<file path="config.mk">
export PLATFORM = sky130hd
export DESIGN_NAME = omfd_regs
export DESIGN_NICKNAME = d
export VERILOG_FILES = /design/src/core/omfd_pkg.sv /design/src/core/omfd_det_if.sv /design/src/core/omfd_regs.sv /design/src/core/omfd_rate_det.sv
export VERILOG_INCLUDE_DIRS = /design/src /design/src/core
export SDC_FILE = /design/constraint.sdc
export NUM_CORES = 1
export LEC_CHECK = 0
export BUFFER_PORTS_ARGS = -buffer_cell sky130_fd_sc_hd__buf_4
export CAP_MARGIN = 20
export CORE_UTILIZATION = 30
export CTS_BUF_LIST = sky130_fd_sc_hd__clkbuf_4 sky130_fd_sc_hd__clkbuf_8
export CTS_CLUSTER_DIAMETER = 200
export DETAILED_ROUTE_END_ITERATION = 12
export PLACE_DENSITY = 0.53
export RECOVER_POWER = 25
export SETUP_SLACK_MARGIN = 0.2
export SKIP_LAST_GASP = 1
export SLEW_MARGIN = 0
export SYNTH_ARGS = -nofsm -noshare
export SYNTH_HDL_FRONTEND = slang
export SYNTH_HIERARCHICAL = 1
export SYNTH_SLANG_ARGS = --single-unit
</file>
<file path="constraint.sdc">
create_clock -name core_clk -period 2.07 [get_ports core_clk]
set_input_delay 0.621 -clock core_clk [delete_from_list [all_inputs] [get_ports core_clk]]
set_output_delay 0.621 -clock core_clk [all_outputs]
set_load 0.01 [all_outputs]
</file>
<file path="src/core/omfd_map.svh">
// Register offsets, field positions, reset values and timing for the offset monitor / rate window bank
// Assumes an 8-bit register address and 8-bit data control port
`ifndef OMFD_MAP_SVH
`define OMFD_MAP_SVH
`define OMFD_ADDR_DIFFERENTIAL_OFFSET_HIGH    8'h4C
`define OMFD_ADDR_DIFFERENTIAL_OFFSET_LOW     8'h4D
`define OMFD_ADDR_FS48_MIN     8'h4E
`define OMFD_ADDR_RSVD_A       8'h4F
`define OMFD_ADDR_FS48_MAX     8'h50
`define OMFD_ADDR_RSVD_B       8'h51
`define OMFD_ADDR_RSVD_C       8'h52
`define OMFD_ADDR_RSVD_D       8'h53
`define OMFD_ADDR_CM_HIGH      8'h54
`define OMFD_ADDR_CM_LOW       8'h55
`define OMFD_BYTE_RESET        8'h00
`define OMFD_MON_RESET         9'h000
`define OMFD_HI_RSVD_MSB       7
`define OMFD_HI_RSVD_LSB       1
`define OMFD_MON_BIT8          8
`define OMFD_MON_LOW_MSB       7
`define OMFD_HI_RSVD_RESET     7'h00
`define OMFD_WIN_MSB           4
`define OMFD_WIN_RSVD_MSB      7
`define OMFD_WIN_RSVD_LSB      5
`define OMFD_FS48_MIN_DEFAULT  12'h35F
`define OMFD_FS48_MAX_DEFAULT  12'h9AF
`define OMFD_CNT_ZERO          12'h000
`define OMFD_CNT_ONE           12'h001
`define OMFD_CNT_SAT           12'hFFF
`define OMFD_WIN_SHIFT         7
`endif

</file>
<file path="src/core/omfd_pkg.sv">
// Types shared by the offset monitor / sample rate window bank
// Assumes omfd_map.svh holds the numeric constants
package omfd_pkg;
  typedef logic [7:0]  omfd_byte_t;
  typedef logic [8:0]  omfd_mon_t;
  typedef logic [11:0] omfd_cnt_t;
  typedef enum logic [1:0] {OMFD_WAIT_EDGE, OMFD_COUNT} omfd_det_e;
endpackage : omfd_pkg

</file>
<file path="src/core/omfd_det_if.sv">
// Carrier between the register bank and the sample rate detector
// Assumes one clock domain
`timescale 1ns/100ps
interface omfd_det_if;
  import omfd_pkg::*;
  logic [4:0] min_field;
  logic [4:0] max_field;
  logic       is_48k;
  logic       result_valid;
  modport bank (output min_field, output max_field, input is_48k, input result_valid);
  modport det  (input min_field, input max_field, output is_48k, output result_valid);
endinterface : omfd_det_if

</file>
<file path="src/core/omfd_regs.sv">
// Offset monitor readback and 48 kHz rate window register bank
// Assumes a synchronous byte-wide control port and a compensator that presents monitors with a strobe
// Summary of operation
// - The left differential offset monitor low byte reads back read-only at its own address.
// - Monitor values are signed two's complement in 0.25 mV steps spanning -64.0 to 63.75 mV.
// - The left common-mode offset monitor reads as bit 8 in bit 0 of one register and bits 7-0 in the next.
// - A five-bit read/write minimum-count field of the 48 kHz window resets to zero.
// - A five-bit read/write maximum-count field of the 48 kHz window resets to zero.
// - The detector counts oscillator ticks per word clock period and flags 48 kHz inside the window.
// - The differential monitor bit 8 reads in bit 0 of the register below its low byte, upper bits reserved R/W.
`timescale 1ns/100ps
`include "omfd_map.svh"
module omfd_regs
  import omfd_pkg::*;
(
  input  wire logic       core_clk,
  input  wire logic       sys_rst,
  input  wire logic [7:0] reg_addr,
  input  wire logic [7:0] reg_wdata,
  input  wire logic       reg_wr,
  input  wire logic       reg_rd,
  output logic      [7:0] reg_rdata,
  input  wire logic [8:0] differential_offset,
  input  wire logic [8:0] common_mode_feedback_offset,
  input  wire logic       monitor_update,
  input  wire logic       word_clk,
  input  wire logic       internal_oscillator,
  output logic            fs48_detected,
  output logic            fs48_result_valid
);
  omfd_det_if det_bus ();

  omfd_mon_t  differential_offset_mon_reg,  differential_offset_mon_next;
  omfd_mon_t  cm_mon_reg,    cm_mon_next;
  logic [6:0] differential_offset_rsvd_reg, differential_offset_rsvd_next;
  logic [6:0] cm_rsvd_reg,   cm_rsvd_next;
  omfd_byte_t min_reg,       min_next;
  omfd_byte_t max_reg,       max_next;
  omfd_byte_t rsvd_a_reg,    rsvd_a_next;
  omfd_byte_t rsvd_b_reg,    rsvd_b_next;
  omfd_byte_t rsvd_c_reg,    rsvd_c_next;
  omfd_byte_t rsvd_d_reg,    rsvd_d_next;
  omfd_byte_t rdata_reg,     rdata_next;
  logic       det_reg,       det_next;
  logic       dval_reg,      dval_next;

  // Register next-state
  always_comb begin
    differential_offset_mon_next  = differential_offset_mon_reg;
    cm_mon_next    = cm_mon_reg;
    differential_offset_rsvd_next = differential_offset_rsvd_reg;
    cm_rsvd_next   = cm_rsvd_reg;
    min_next       = min_reg;
    max_next       = max_reg;
    rsvd_a_next    = rsvd_a_reg;
    rsvd_b_next    = rsvd_b_reg;
    rsvd_c_next    = rsvd_c_reg;
    rsvd_d_next    = rsvd_d_reg;
    if (monitor_update) begin
      differential_offset_mon_next = differential_offset;
      cm_mon_next   = common_mode_feedback_offset;
    end
    if (reg_wr) begin
      unique case (reg_addr)
        `OMFD_ADDR_DIFFERENTIAL_OFFSET_HIGH: differential_offset_rsvd_next = reg_wdata[`OMFD_HI_RSVD_MSB:`OMFD_HI_RSVD_LSB];
        `OMFD_ADDR_CM_HIGH:   cm_rsvd_next   = reg_wdata[`OMFD_HI_RSVD_MSB:`OMFD_HI_RSVD_LSB];
        `OMFD_ADDR_FS48_MIN:  min_next       = reg_wdata;
        `OMFD_ADDR_FS48_MAX:  max_next       = reg_wdata;
        `OMFD_ADDR_RSVD_A:    rsvd_a_next    = reg_wdata;
        `OMFD_ADDR_RSVD_B:    rsvd_b_next    = reg_wdata;
        `OMFD_ADDR_RSVD_C:    rsvd_c_next    = reg_wdata;
        `OMFD_ADDR_RSVD_D:    rsvd_d_next    = reg_wdata;
        default: ;
      endcase
    end
  end

  // Read path, registered; monitors are raw two's complement codes
  always_comb begin
    rdata_next = rdata_reg;
    if (reg_rd) begin
      unique case (reg_addr)
        `OMFD_ADDR_DIFFERENTIAL_OFFSET_HIGH: rdata_next = {differential_offset_rsvd_reg, differential_offset_mon_reg[`OMFD_MON_BIT8]};
        `OMFD_ADDR_DIFFERENTIAL_OFFSET_LOW:  rdata_next = differential_offset_mon_reg[`OMFD_MON_LOW_MSB:0];
        `OMFD_ADDR_CM_HIGH:   rdata_next = {cm_rsvd_reg, cm_mon_reg[`OMFD_MON_BIT8]};
        `OMFD_ADDR_CM_LOW:    rdata_next = cm_mon_reg[`OMFD_MON_LOW_MSB:0];
        `OMFD_ADDR_FS48_MIN:  rdata_next = min_reg;
        `OMFD_ADDR_FS48_MAX:  rdata_next = max_reg;
        `OMFD_ADDR_RSVD_A:    rdata_next = rsvd_a_reg;
        `OMFD_ADDR_RSVD_B:    rdata_next = rsvd_b_reg;
        `OMFD_ADDR_RSVD_C:    rdata_next = rsvd_c_reg;
        `OMFD_ADDR_RSVD_D:    rdata_next = rsvd_d_reg;
        default:              rdata_next = `OMFD_BYTE_RESET;
      endcase
    end
    det_next  = det_bus.is_48k;
    dval_next = det_bus.result_valid;
  end

  always_ff @(posedge core_clk) begin
    if (sys_rst) begin
      differential_offset_mon_reg  <= `OMFD_MON_RESET;
      cm_mon_reg    <= `OMFD_MON_RESET;
      differential_offset_rsvd_reg <= `OMFD_HI_RSVD_RESET;
      cm_rsvd_reg   <= `OMFD_HI_RSVD_RESET;
      min_reg       <= `OMFD_BYTE_RESET;
      max_reg       <= `OMFD_BYTE_RESET;
      rsvd_a_reg    <= `OMFD_BYTE_RESET;
      rsvd_b_reg    <= `OMFD_BYTE_RESET;
      rsvd_c_reg    <= `OMFD_BYTE_RESET;
      rsvd_d_reg    <= `OMFD_BYTE_RESET;
      rdata_reg     <= `OMFD_BYTE_RESET;
      det_reg       <= 1'b0;
      dval_reg      <= 1'b0;
    end else begin
      differential_offset_mon_reg  <= differential_offset_mon_next;
      cm_mon_reg    <= cm_mon_next;
      differential_offset_rsvd_reg <= differential_offset_rsvd_next;
      cm_rsvd_reg   <= cm_rsvd_next;
      min_reg       <= min_next;
      max_reg       <= max_next;
      rsvd_a_reg    <= rsvd_a_next;
      rsvd_b_reg    <= rsvd_b_next;
      rsvd_c_reg    <= rsvd_c_next;
      rsvd_d_reg    <= rsvd_d_next;
      rdata_reg     <= rdata_next;
      det_reg       <= det_next;
      dval_reg      <= dval_next;
    end
  end

  assign det_bus.min_field = min_reg[`OMFD_WIN_MSB:0];
  assign det_bus.max_field = max_reg[`OMFD_WIN_MSB:0];
  assign reg_rdata         = rdata_reg;
  assign fs48_detected     = det_reg;
  assign fs48_result_valid = dval_reg;

  omfd_rate_det u_rate_det (
    .core_clk            (core_clk),
    .sys_rst             (sys_rst),
    .word_clk            (word_clk),
    .internal_oscillator (internal_oscillator),
    .det                 (det_bus)
  );

  a_differential_offset_low_read: assert property (@(posedge core_clk) disable iff (sys_rst)
    (reg_rd && reg_addr == `OMFD_ADDR_DIFFERENTIAL_OFFSET_LOW) |=> reg_rdata == $past(differential_offset_mon_reg[7:0]))
    else $error("differential_offset low byte readback wrong");
  a_differential_offset_high_read: assert property (@(posedge core_clk) disable iff (sys_rst)
    (reg_rd && reg_addr == `OMFD_ADDR_DIFFERENTIAL_OFFSET_HIGH) |=> reg_rdata == {$past(differential_offset_rsvd_reg), $past(differential_offset_mon_reg[8])})
    else $error("differential_offset high readback wrong");
  a_cm_split_read: assert property (@(posedge core_clk) disable iff (sys_rst)
    (reg_rd && reg_addr == `OMFD_ADDR_CM_HIGH) |=> reg_rdata[0] == $past(cm_mon_reg[8]))
    else $error("cm bit 8 readback wrong");
  a_cm_low_read: assert property (@(posedge core_clk) disable iff (sys_rst)
    (reg_rd && reg_addr == `OMFD_ADDR_CM_LOW) |=> reg_rdata == $past(cm_mon_reg[7:0]))
    else $error("cm low byte readback wrong");
  a_min_write: assert property (@(posedge core_clk) disable iff (sys_rst)
    (reg_wr && reg_addr == `OMFD_ADDR_FS48_MIN) |=> min_reg[4:0] == $past(reg_wdata[4:0]))
    else $error("min window write lost");
  a_max_write: assert property (@(posedge core_clk) disable iff (sys_rst)
    (reg_wr && reg_addr == `OMFD_ADDR_FS48_MAX) |=> det_bus.max_field == $past(reg_wdata[4:0]))
    else $error("max window write lost");
  a_mon_coherent: assert property (@(posedge core_clk) disable iff (sys_rst)
    monitor_update |=> differential_offset_mon_reg == $past(differential_offset) && cm_mon_reg == $past(common_mode_feedback_offset))
    else $error("monitor halves not captured together");
  a_mon_hold: assert property (@(posedge core_clk) disable iff (sys_rst)
    !monitor_update |=> $stable(differential_offset_mon_reg) && $stable(cm_mon_reg))
    else $error("monitor changed without update");
  c_mon_update: cover property (@(posedge core_clk) disable iff (sys_rst) monitor_update ##1 reg_rd);
  c_min_write: cover property (@(posedge core_clk) disable iff (sys_rst) reg_wr && reg_addr == `OMFD_ADDR_FS48_MIN);
  c_det_valid: cover property (@(posedge core_clk) disable iff (sys_rst) dval_reg);
endmodule : omfd_regs

</file>
<file path="src/core/omfd_rate_det.sv">
// Sample rate detector: counts oscillator ticks across one word clock period
// Assumes word clock and oscillator tick are synchronous to core_clk
`timescale 1ns/100ps
`include "omfd_map.svh"
module omfd_rate_det
  import omfd_pkg::*;
(
  input  wire logic  core_clk,
  input  wire logic  sys_rst,
  input  wire logic  word_clk,
  input  wire logic  internal_oscillator,
  omfd_det_if.det    det
);
  omfd_det_e  state_reg,   state_next;
  omfd_cnt_t  count_reg,   count_next;
  logic       wclk_reg,    wclk_next;
  logic       hit_reg,     hit_next;
  logic       valid_reg,   valid_next;
  omfd_cnt_t  lo_lim;
  omfd_cnt_t  hi_lim;
  logic       rise;

  // Field scaled into oscillator count units
  function automatic omfd_cnt_t win_limit(input logic [4:0] f);
    win_limit = omfd_cnt_t'(f) << `OMFD_WIN_SHIFT;
  endfunction : win_limit

  // Tick on the opening edge belongs to the new period
  function automatic omfd_cnt_t start_count(input logic tick);
    start_count = tick ? `OMFD_CNT_ONE : `OMFD_CNT_ZERO;
  endfunction : start_count

  assign lo_lim = win_limit(det.min_field);
  assign hi_lim = win_limit(det.max_field);
  assign rise   = word_clk && !wclk_reg;

  always_comb begin
    state_next = state_reg;
    count_next = count_reg;
    wclk_next  = word_clk;
    hit_next   = hit_reg;
    valid_next = 1'b0;
    unique case (state_reg)
      OMFD_WAIT_EDGE: begin
        if (rise) begin
          state_next = OMFD_COUNT;
          count_next = start_count(internal_oscillator);
        end
      end
      OMFD_COUNT: begin
        if (rise) begin
          hit_next   = (count_reg >= lo_lim) && (count_reg <= hi_lim);
          valid_next = 1'b1;
          count_next = start_count(internal_oscillator);
        end else if (internal_oscillator && count_reg != `OMFD_CNT_SAT) begin
          count_next = count_reg + `OMFD_CNT_ONE;
        end
      end
    endcase
  end

  always_ff @(posedge core_clk) begin
    if (sys_rst) begin
      state_reg <= OMFD_WAIT_EDGE;
      count_reg <= `OMFD_CNT_ZERO;
      wclk_reg  <= 1'b0;
      hit_reg   <= 1'b0;
      valid_reg <= 1'b0;
    end else begin
      state_reg <= state_next;
      count_reg <= count_next;
      wclk_reg  <= wclk_next;
      hit_reg   <= hit_next;
      valid_reg <= valid_next;
    end
  end

  assign det.is_48k       = hit_reg;
  assign det.result_valid = valid_reg;

  a_window_hit: assert property (@(posedge core_clk) disable iff (sys_rst)
    (state_reg == OMFD_COUNT && rise) |=> hit_reg == ($past(count_reg) >= $past(lo_lim)
      && $past(count_reg) <= $past(hi_lim)))
    else $error("rate window classification wrong");
  c_det_hit: cover property (@(posedge core_clk) disable iff (sys_rst) valid_reg && hit_reg);
  c_det_miss: cover property (@(posedge core_clk) disable iff (sys_rst) valid_reg && !hit_reg);
endmodule : omfd_rate_det

</file>
Yosys cells after proc, flatten, opt, wreduce, memory -nomap -nowiden
Cells that the tools add are included.
Word-level totals
  register bits after elaboration: 106
Operators by class
  magnitude comparators: 2
  reduce and logical (&&, ||, !) cells: 17
  bitwise operators: 1
  $add $sub $neg: 1
  equality and inequality tests: 13
  multiplexer cells: 7
Operators by type and width (number)
  $eq 8x7->1 const B: 10
  $pmux 8 s10: 1
  $mux 12: 3
  $pmux 12 s2: 1
  $reduce_and 2->1: 11
  $add 12x1->12 const B: 1
  $ge 12x12->1: 1
  $le 12x12->1: 1
  $ne 12x12->1 const B: 1
  $logic_and 1x1->1: 3
  $ne 3x1->1 const B: 1
  $logic_not 2->1: 1
  $mux 1: 2
  $ne 2x1->1 const B: 1
  $reduce_or 2->1: 1
  $logic_not 1->1: 1
  $not 1->1: 1

Depth between registers and ports, before layout
  word-level depth: 5
  gate-level depth with buffers: 7
  mapped depth without buffers: 7

Modules after synthesis
The synthesis kept the hierarchy.
By module, submodules not included
  omfd_regs: seq. area each 1801.7 µm², area an instance 4080.2 µm², cells an instance 411, instances 1
  omfd_rate_det: seq. area each 320.3 µm², area an instance 1021.0 µm², cells an instance 124, instances 1

Worst setup path before layout
No wires, ideal clock.
  path type: input to register
  start: input word_clk
  end: register u_rate_det.count_reg[4]
  slack: 0.123 ns
  stages: 6
  data required time: 1.996 ns
  arrival time: 1.873 ns
  cell sequence: nor2b_1 clkbuf_1 or2_2 buf_1 or4b_1 o21ai_0
On the way
  longest elaborated chain between the ends: 3
  elaborated cells between the ends (all ways): 6
  those cells by class: eq/ne: 2; mux: 2; reduce/logical: 2
Ends and longest elaborated chain
  start: declaration: line omfd_regs.sv:26  | input wire logic word_clk,
  $logic_and 1x1->1 *: line omfd_rate_det.sv:35  | assign rise = word_clk && !wclk_reg;
  $mux 12, or another cell as far along: line omfd_rate_det.sv:51  | if (rise) begin
  $pmux 12 s2 / $reduce_and 2->1 (equally long branches)
  end signal: assignment: line omfd_rate_det.sv:65  | count_reg <= `OMFD_CNT_ZERO;
  end signal: assignment: line omfd_rate_det.sv:71  | count_reg <= count_next;
  end: declaration: line omfd_rate_det.sv:15  | omfd_cnt_t count_reg, count_next;
Mark *: on every way between the ends. The rest lies on a longest branch, timed or not.
A chain may end at the register's enable or synchronous reset.

Worst setup path in the final report
  start: register u_rate_det.count_reg[3]
  end: register u_rate_det.hit_reg (netlist: u_rate_det/det.is_48k)
On the way
  longest elaborated chain between the ends: 2
  elaborated cells between the ends (all ways): 3
  those cells by class: order compare: 2; reduce/logical: 1
Ends and longest elaborated chain
  $ge 12x12->1 / $le 12x12->1 (equally long branches): line omfd_rate_det.sv:52  | hit_next = (count_reg >= lo_lim) && (count_reg <= hi_lim);
  $logic_and 1x1->1 *: line omfd_rate_det.sv:52
  end signal: assignment: line omfd_rate_det.sv:73  | hit_reg <= hit_next;
  end: declaration: line omfd_rate_det.sv:17  | logic hit_reg, hit_next;
Marked as above.

==> impl_results.md <==
- Clk slew on worst S/H paths: around 0.1 ns
- Vias in the first global route: 3796
- Post-DR vias/cell: 4.98
- Synth top area cells: dfxtp_1 42%, mux2i_1 17%, nor2_1 7.4%, ha_1 2.9%, a22oi_1 1.9%
- I/O pin cnt: 51
- Share of layout cells above drive strength 1: 21.5%
- Buf/Inv on CP: 0
- Startpoint Class: flip-flop
- Final count of hold timing violations: 0
- Detail Route Antenna Nets: 0
- TritonRoute pass-1 iters: 7
- Drt first-iter violations: 282
- Die width: between 100 and 150 µm
- P&R area growth vs syn: 17.1%
- Worst endpoint required time: 2.39 ns
- Synth area leader: dfxtp_1
- CTS tree: yes
- Worst VDD drop: 0.000255 V
- Die Ht: 132 µm
- Worst r2r src: u_rate_det/count_reg[3]
- Post-Syn Nets: 588
- Num CTS Buffers: 9
- Total grt overflow: 0
- Avg WL per Cell: about 16 µm
- Placer Congestion: a little under 1
- Total power: around 3.7 mW
- Hold Path Cell Cnt: 1
- Worst Reg-to-Reg Cells: 5
- Largest family of logic cells by synthesized area: multiplexers
- Worst Tran Pin Value: ~0.56 ns
- Post-layout util: 36.0%
- DP Wirelength: 9.69 mm
- Final setup vio count: 0
- Delay of the slowest cell on the worst path: 0.56 ns
- CP max stage cell: or4_4
- CTS root buf: clkbuf_8
- Fin crit period: around 1.9 ns
- RSZ-0062 raised after global routing: yes
- Lkg Pwr: between 2 and 3 nW
- Fin nets: 633
- Initial antenna violation count: 0
- Max FO, Critical Path: 6
- Mapped Area: 5100 µm²
- DP Cell Count: 788
- Die area: 17500 µm²
- Core area: 16600 µm²
- Fin Hold WS: 0.453 ns
- Top_reg_cell synth: dfxtp_1
- Hold Crit Start: u_rate_det/det.result_valid
- I/O Buffers: 50
- Synth Area in Adders: 2.94%
- Share of the synthesized area in the top cell type: 41.6%
- Mapped Avg Cell Area: 9.53 µm²
- Clk sink count: 106
- Mapped Cells: 535
- Post-synth ARST share: 0%
- Post-synthesis xor/xnor area fraction: 0.687%
- GR Util All Layers: 15.4%
- First-pass GRT wire length: 20.9 mm
- Max cap viols: 0
- Fmax: between 500 and 600 MHz
- Post-synth EDFFs: 0
- Slew headroom: 62.9%
- Crit share post-route: 89.4%
- Hold EP: fs48_result_valid
- R2R Setup Slk: 0.22 ns
- N_diodes: 0
- # rows: 47
- Initial Utilization: 30.8%
- Count of final max-slew check failures: 0
- Depth of the CTS H-tree: 3
- Post-synthesis mux area share: 19.7%
- FF+latch count, synth: 106
- Hold Crit Class: flip-flop to flip-flop
- Worst path cell trace: or4_4 > o31ai_2 > a221oi_1 > or3_1 > a21oi_2
- R2R Path End: u_rate_det/det.is_48k
- Critical path endpoint category: flip-flop
- Critical path arrival: 2.17 ns
- Post-Synth Simple-Gate Area: around a fifth
- Max FFs per register: 12
- Clock buffer depth: 2
- DR vias: 4011
- Synth Area in Compound Gates: 11.5%
- Hold buffer count at cts: 0
- Sequential share of the synthesized area: around two fifths
- CP delay by family, top: simple AND/OR/NAND/NOR gates
- Post-synthesis cell type count: 62
- Remaining DRCs: 0
- Largest net degree at the start of global routing: 82
- Clock Latency Late Sink: roughly 0.38 ns
- Worst Skew: 0.00959 ns
- Cell Pwr Density: 613 nW/µm²
- Post-layout instance count excluding filler cells: 805
- Worst setup path category: flip-flop to flip-flop
- Outcome: complete, no violations
- Routed WL: ~13 mm
- Synth Warn #: 6
## cells in the final DEF (no fill, tap or decap), types with 5 or more instances in the layout
| cell type | netlist | layout |
|---|---|---|
| a211oi_1 | 7 | 7 |
| a21oi_1 | 15 | 15 |
| a22oi_1 | 13 | 13 |
| buf_4 | 3 | 63 |
| clkbuf_8 | 0 | 10 |
| dfxtp_1 | 106 | 102 |
| ha_1 | 12 | 11 |
| inv_1 | 12 | 11 |
| mux2_2 | 8 | 8 |
| mux2i_1 | 88 | 88 |
| nand2_1 | 14 | 14 |
| nand3_1 | 8 | 7 |
| nand3b_1 | 12 | 12 |
| nand4_2 | 6 | 6 |
| nor2_1 | 101 | 101 |
| nor2b_1 | 9 | 9 |
| nor3_1 | 6 | 6 |
| o21ai_0 | 5 | 5 |
| o21ai_1 | 5 | 5 |
| o221a_2 | 5 | 5 |
| o2bb2ai_1 | 6 | 6 |
## stage by stage
step / setup WS, ns / TNS, ns / instance area (µm²)
2_1_floorplan: 0.192 / 0 / 5120
3_3_place_gp: 0.0403 / 0 / 5760
3_5_place_dp: -0.0148 / -0.0293 / 5760
4_1_cts: 0.203 / 0 / 5970
5_1_grt: 0.127 / 0 / 5970
6_report: 0.220 / 0 / 5970
## cell type report
class                   count  area, µm²
clock buffers              14        168
fillers                  1704      10600
flip-flops and latches    106       2130
inverters                  12       45.0
clock inverters             2       12.5
well taps                 220        275
repair buffers             70        533
multi-input cells         381       2810
## routing by layer
| metal | up-vias | track usage [%] | share of wire [%] |
|---|---|---|---|
| met4 | 0 | 6.96 | 2.4 |
| met1 | 1901 | 20.2 | 48 |
| li1 | 1996 | - | - |
| met3 | 18 | 3.69 | 4.7 |
| met5 | - | 0 | 0 |
| met2 | 96 | 23.9 | 45 |
## worst max path at each step
stage / startpoint / to / slack (ns) / cells after the start
floorplan: reg_addr[5] / reg_rdata[6] / 0.19 / 4
global placement: reg_addr[5] / reg_rdata[6] / 0.04 / 5
detailed placement: reg_addr[5] / reg_rdata[6] / -0.01 / 5
CTS: u_rate_det/count_reg[3] / u_rate_det/det.is_48k / 0.20 / 5
global route: reg_addr[2] / cm_rsvd_reg[1] / 0.13 / 7
finish: u_rate_det/count_reg[3] / u_rate_det/det.is_48k / 0.22 / 5
## synth_stat cells, drive strengths merged (2+ instances only)
cell type,number
a211oi,9
a21oi,16
a221oi,2
a22oi,13
a31o,2
a31oi,2
and2,2
and3b,4
and4,3
buf,14
clkbuf,22
dfxtp,106
ha,12
inv,12
mux2,9
mux2i,88
nand2,14
nand2b,2
nand3,8
nand3b,12
nand4,10
nor2,102
nor2b,9
nor3,6
nor3b,4
nor4,4
o21ai,10
o21bai,2
o221a,6
o2bb2ai,6
or3,2
or4,2
xnor2,4
## cells by family (layout without fill, tap and decap cells)
kind of cell / Yosys count / in the layout
AOI/OAI and AO/OA: 77 / 77
xor gates and xnor gates: 4 / 4
adders and majority gates: 12 / 12
buffers and inverters: 48 / 98
DFF: 106 / 106
muxes: 98 / 98
and+or+nand+nor: 190 / 190
## timing repair
item,4_1_cts,5_1_grt
resized for setup,4,6
endpoints found under the setup margin,1,10
setup buffers,1,0
pin swaps,0,1
## report_power, final
part	internal [mW]	leakage, nW	total, mW	switching (mW)
Clock	0.524	0.0944	1.21	0.690
Combinational	0.154	1.69	0.352	0.198
Sequential	2.07	0.861	2.10	0.0252
Total	2.75	2.65	3.66	0.913
Power figures use the tool's default switching activity.
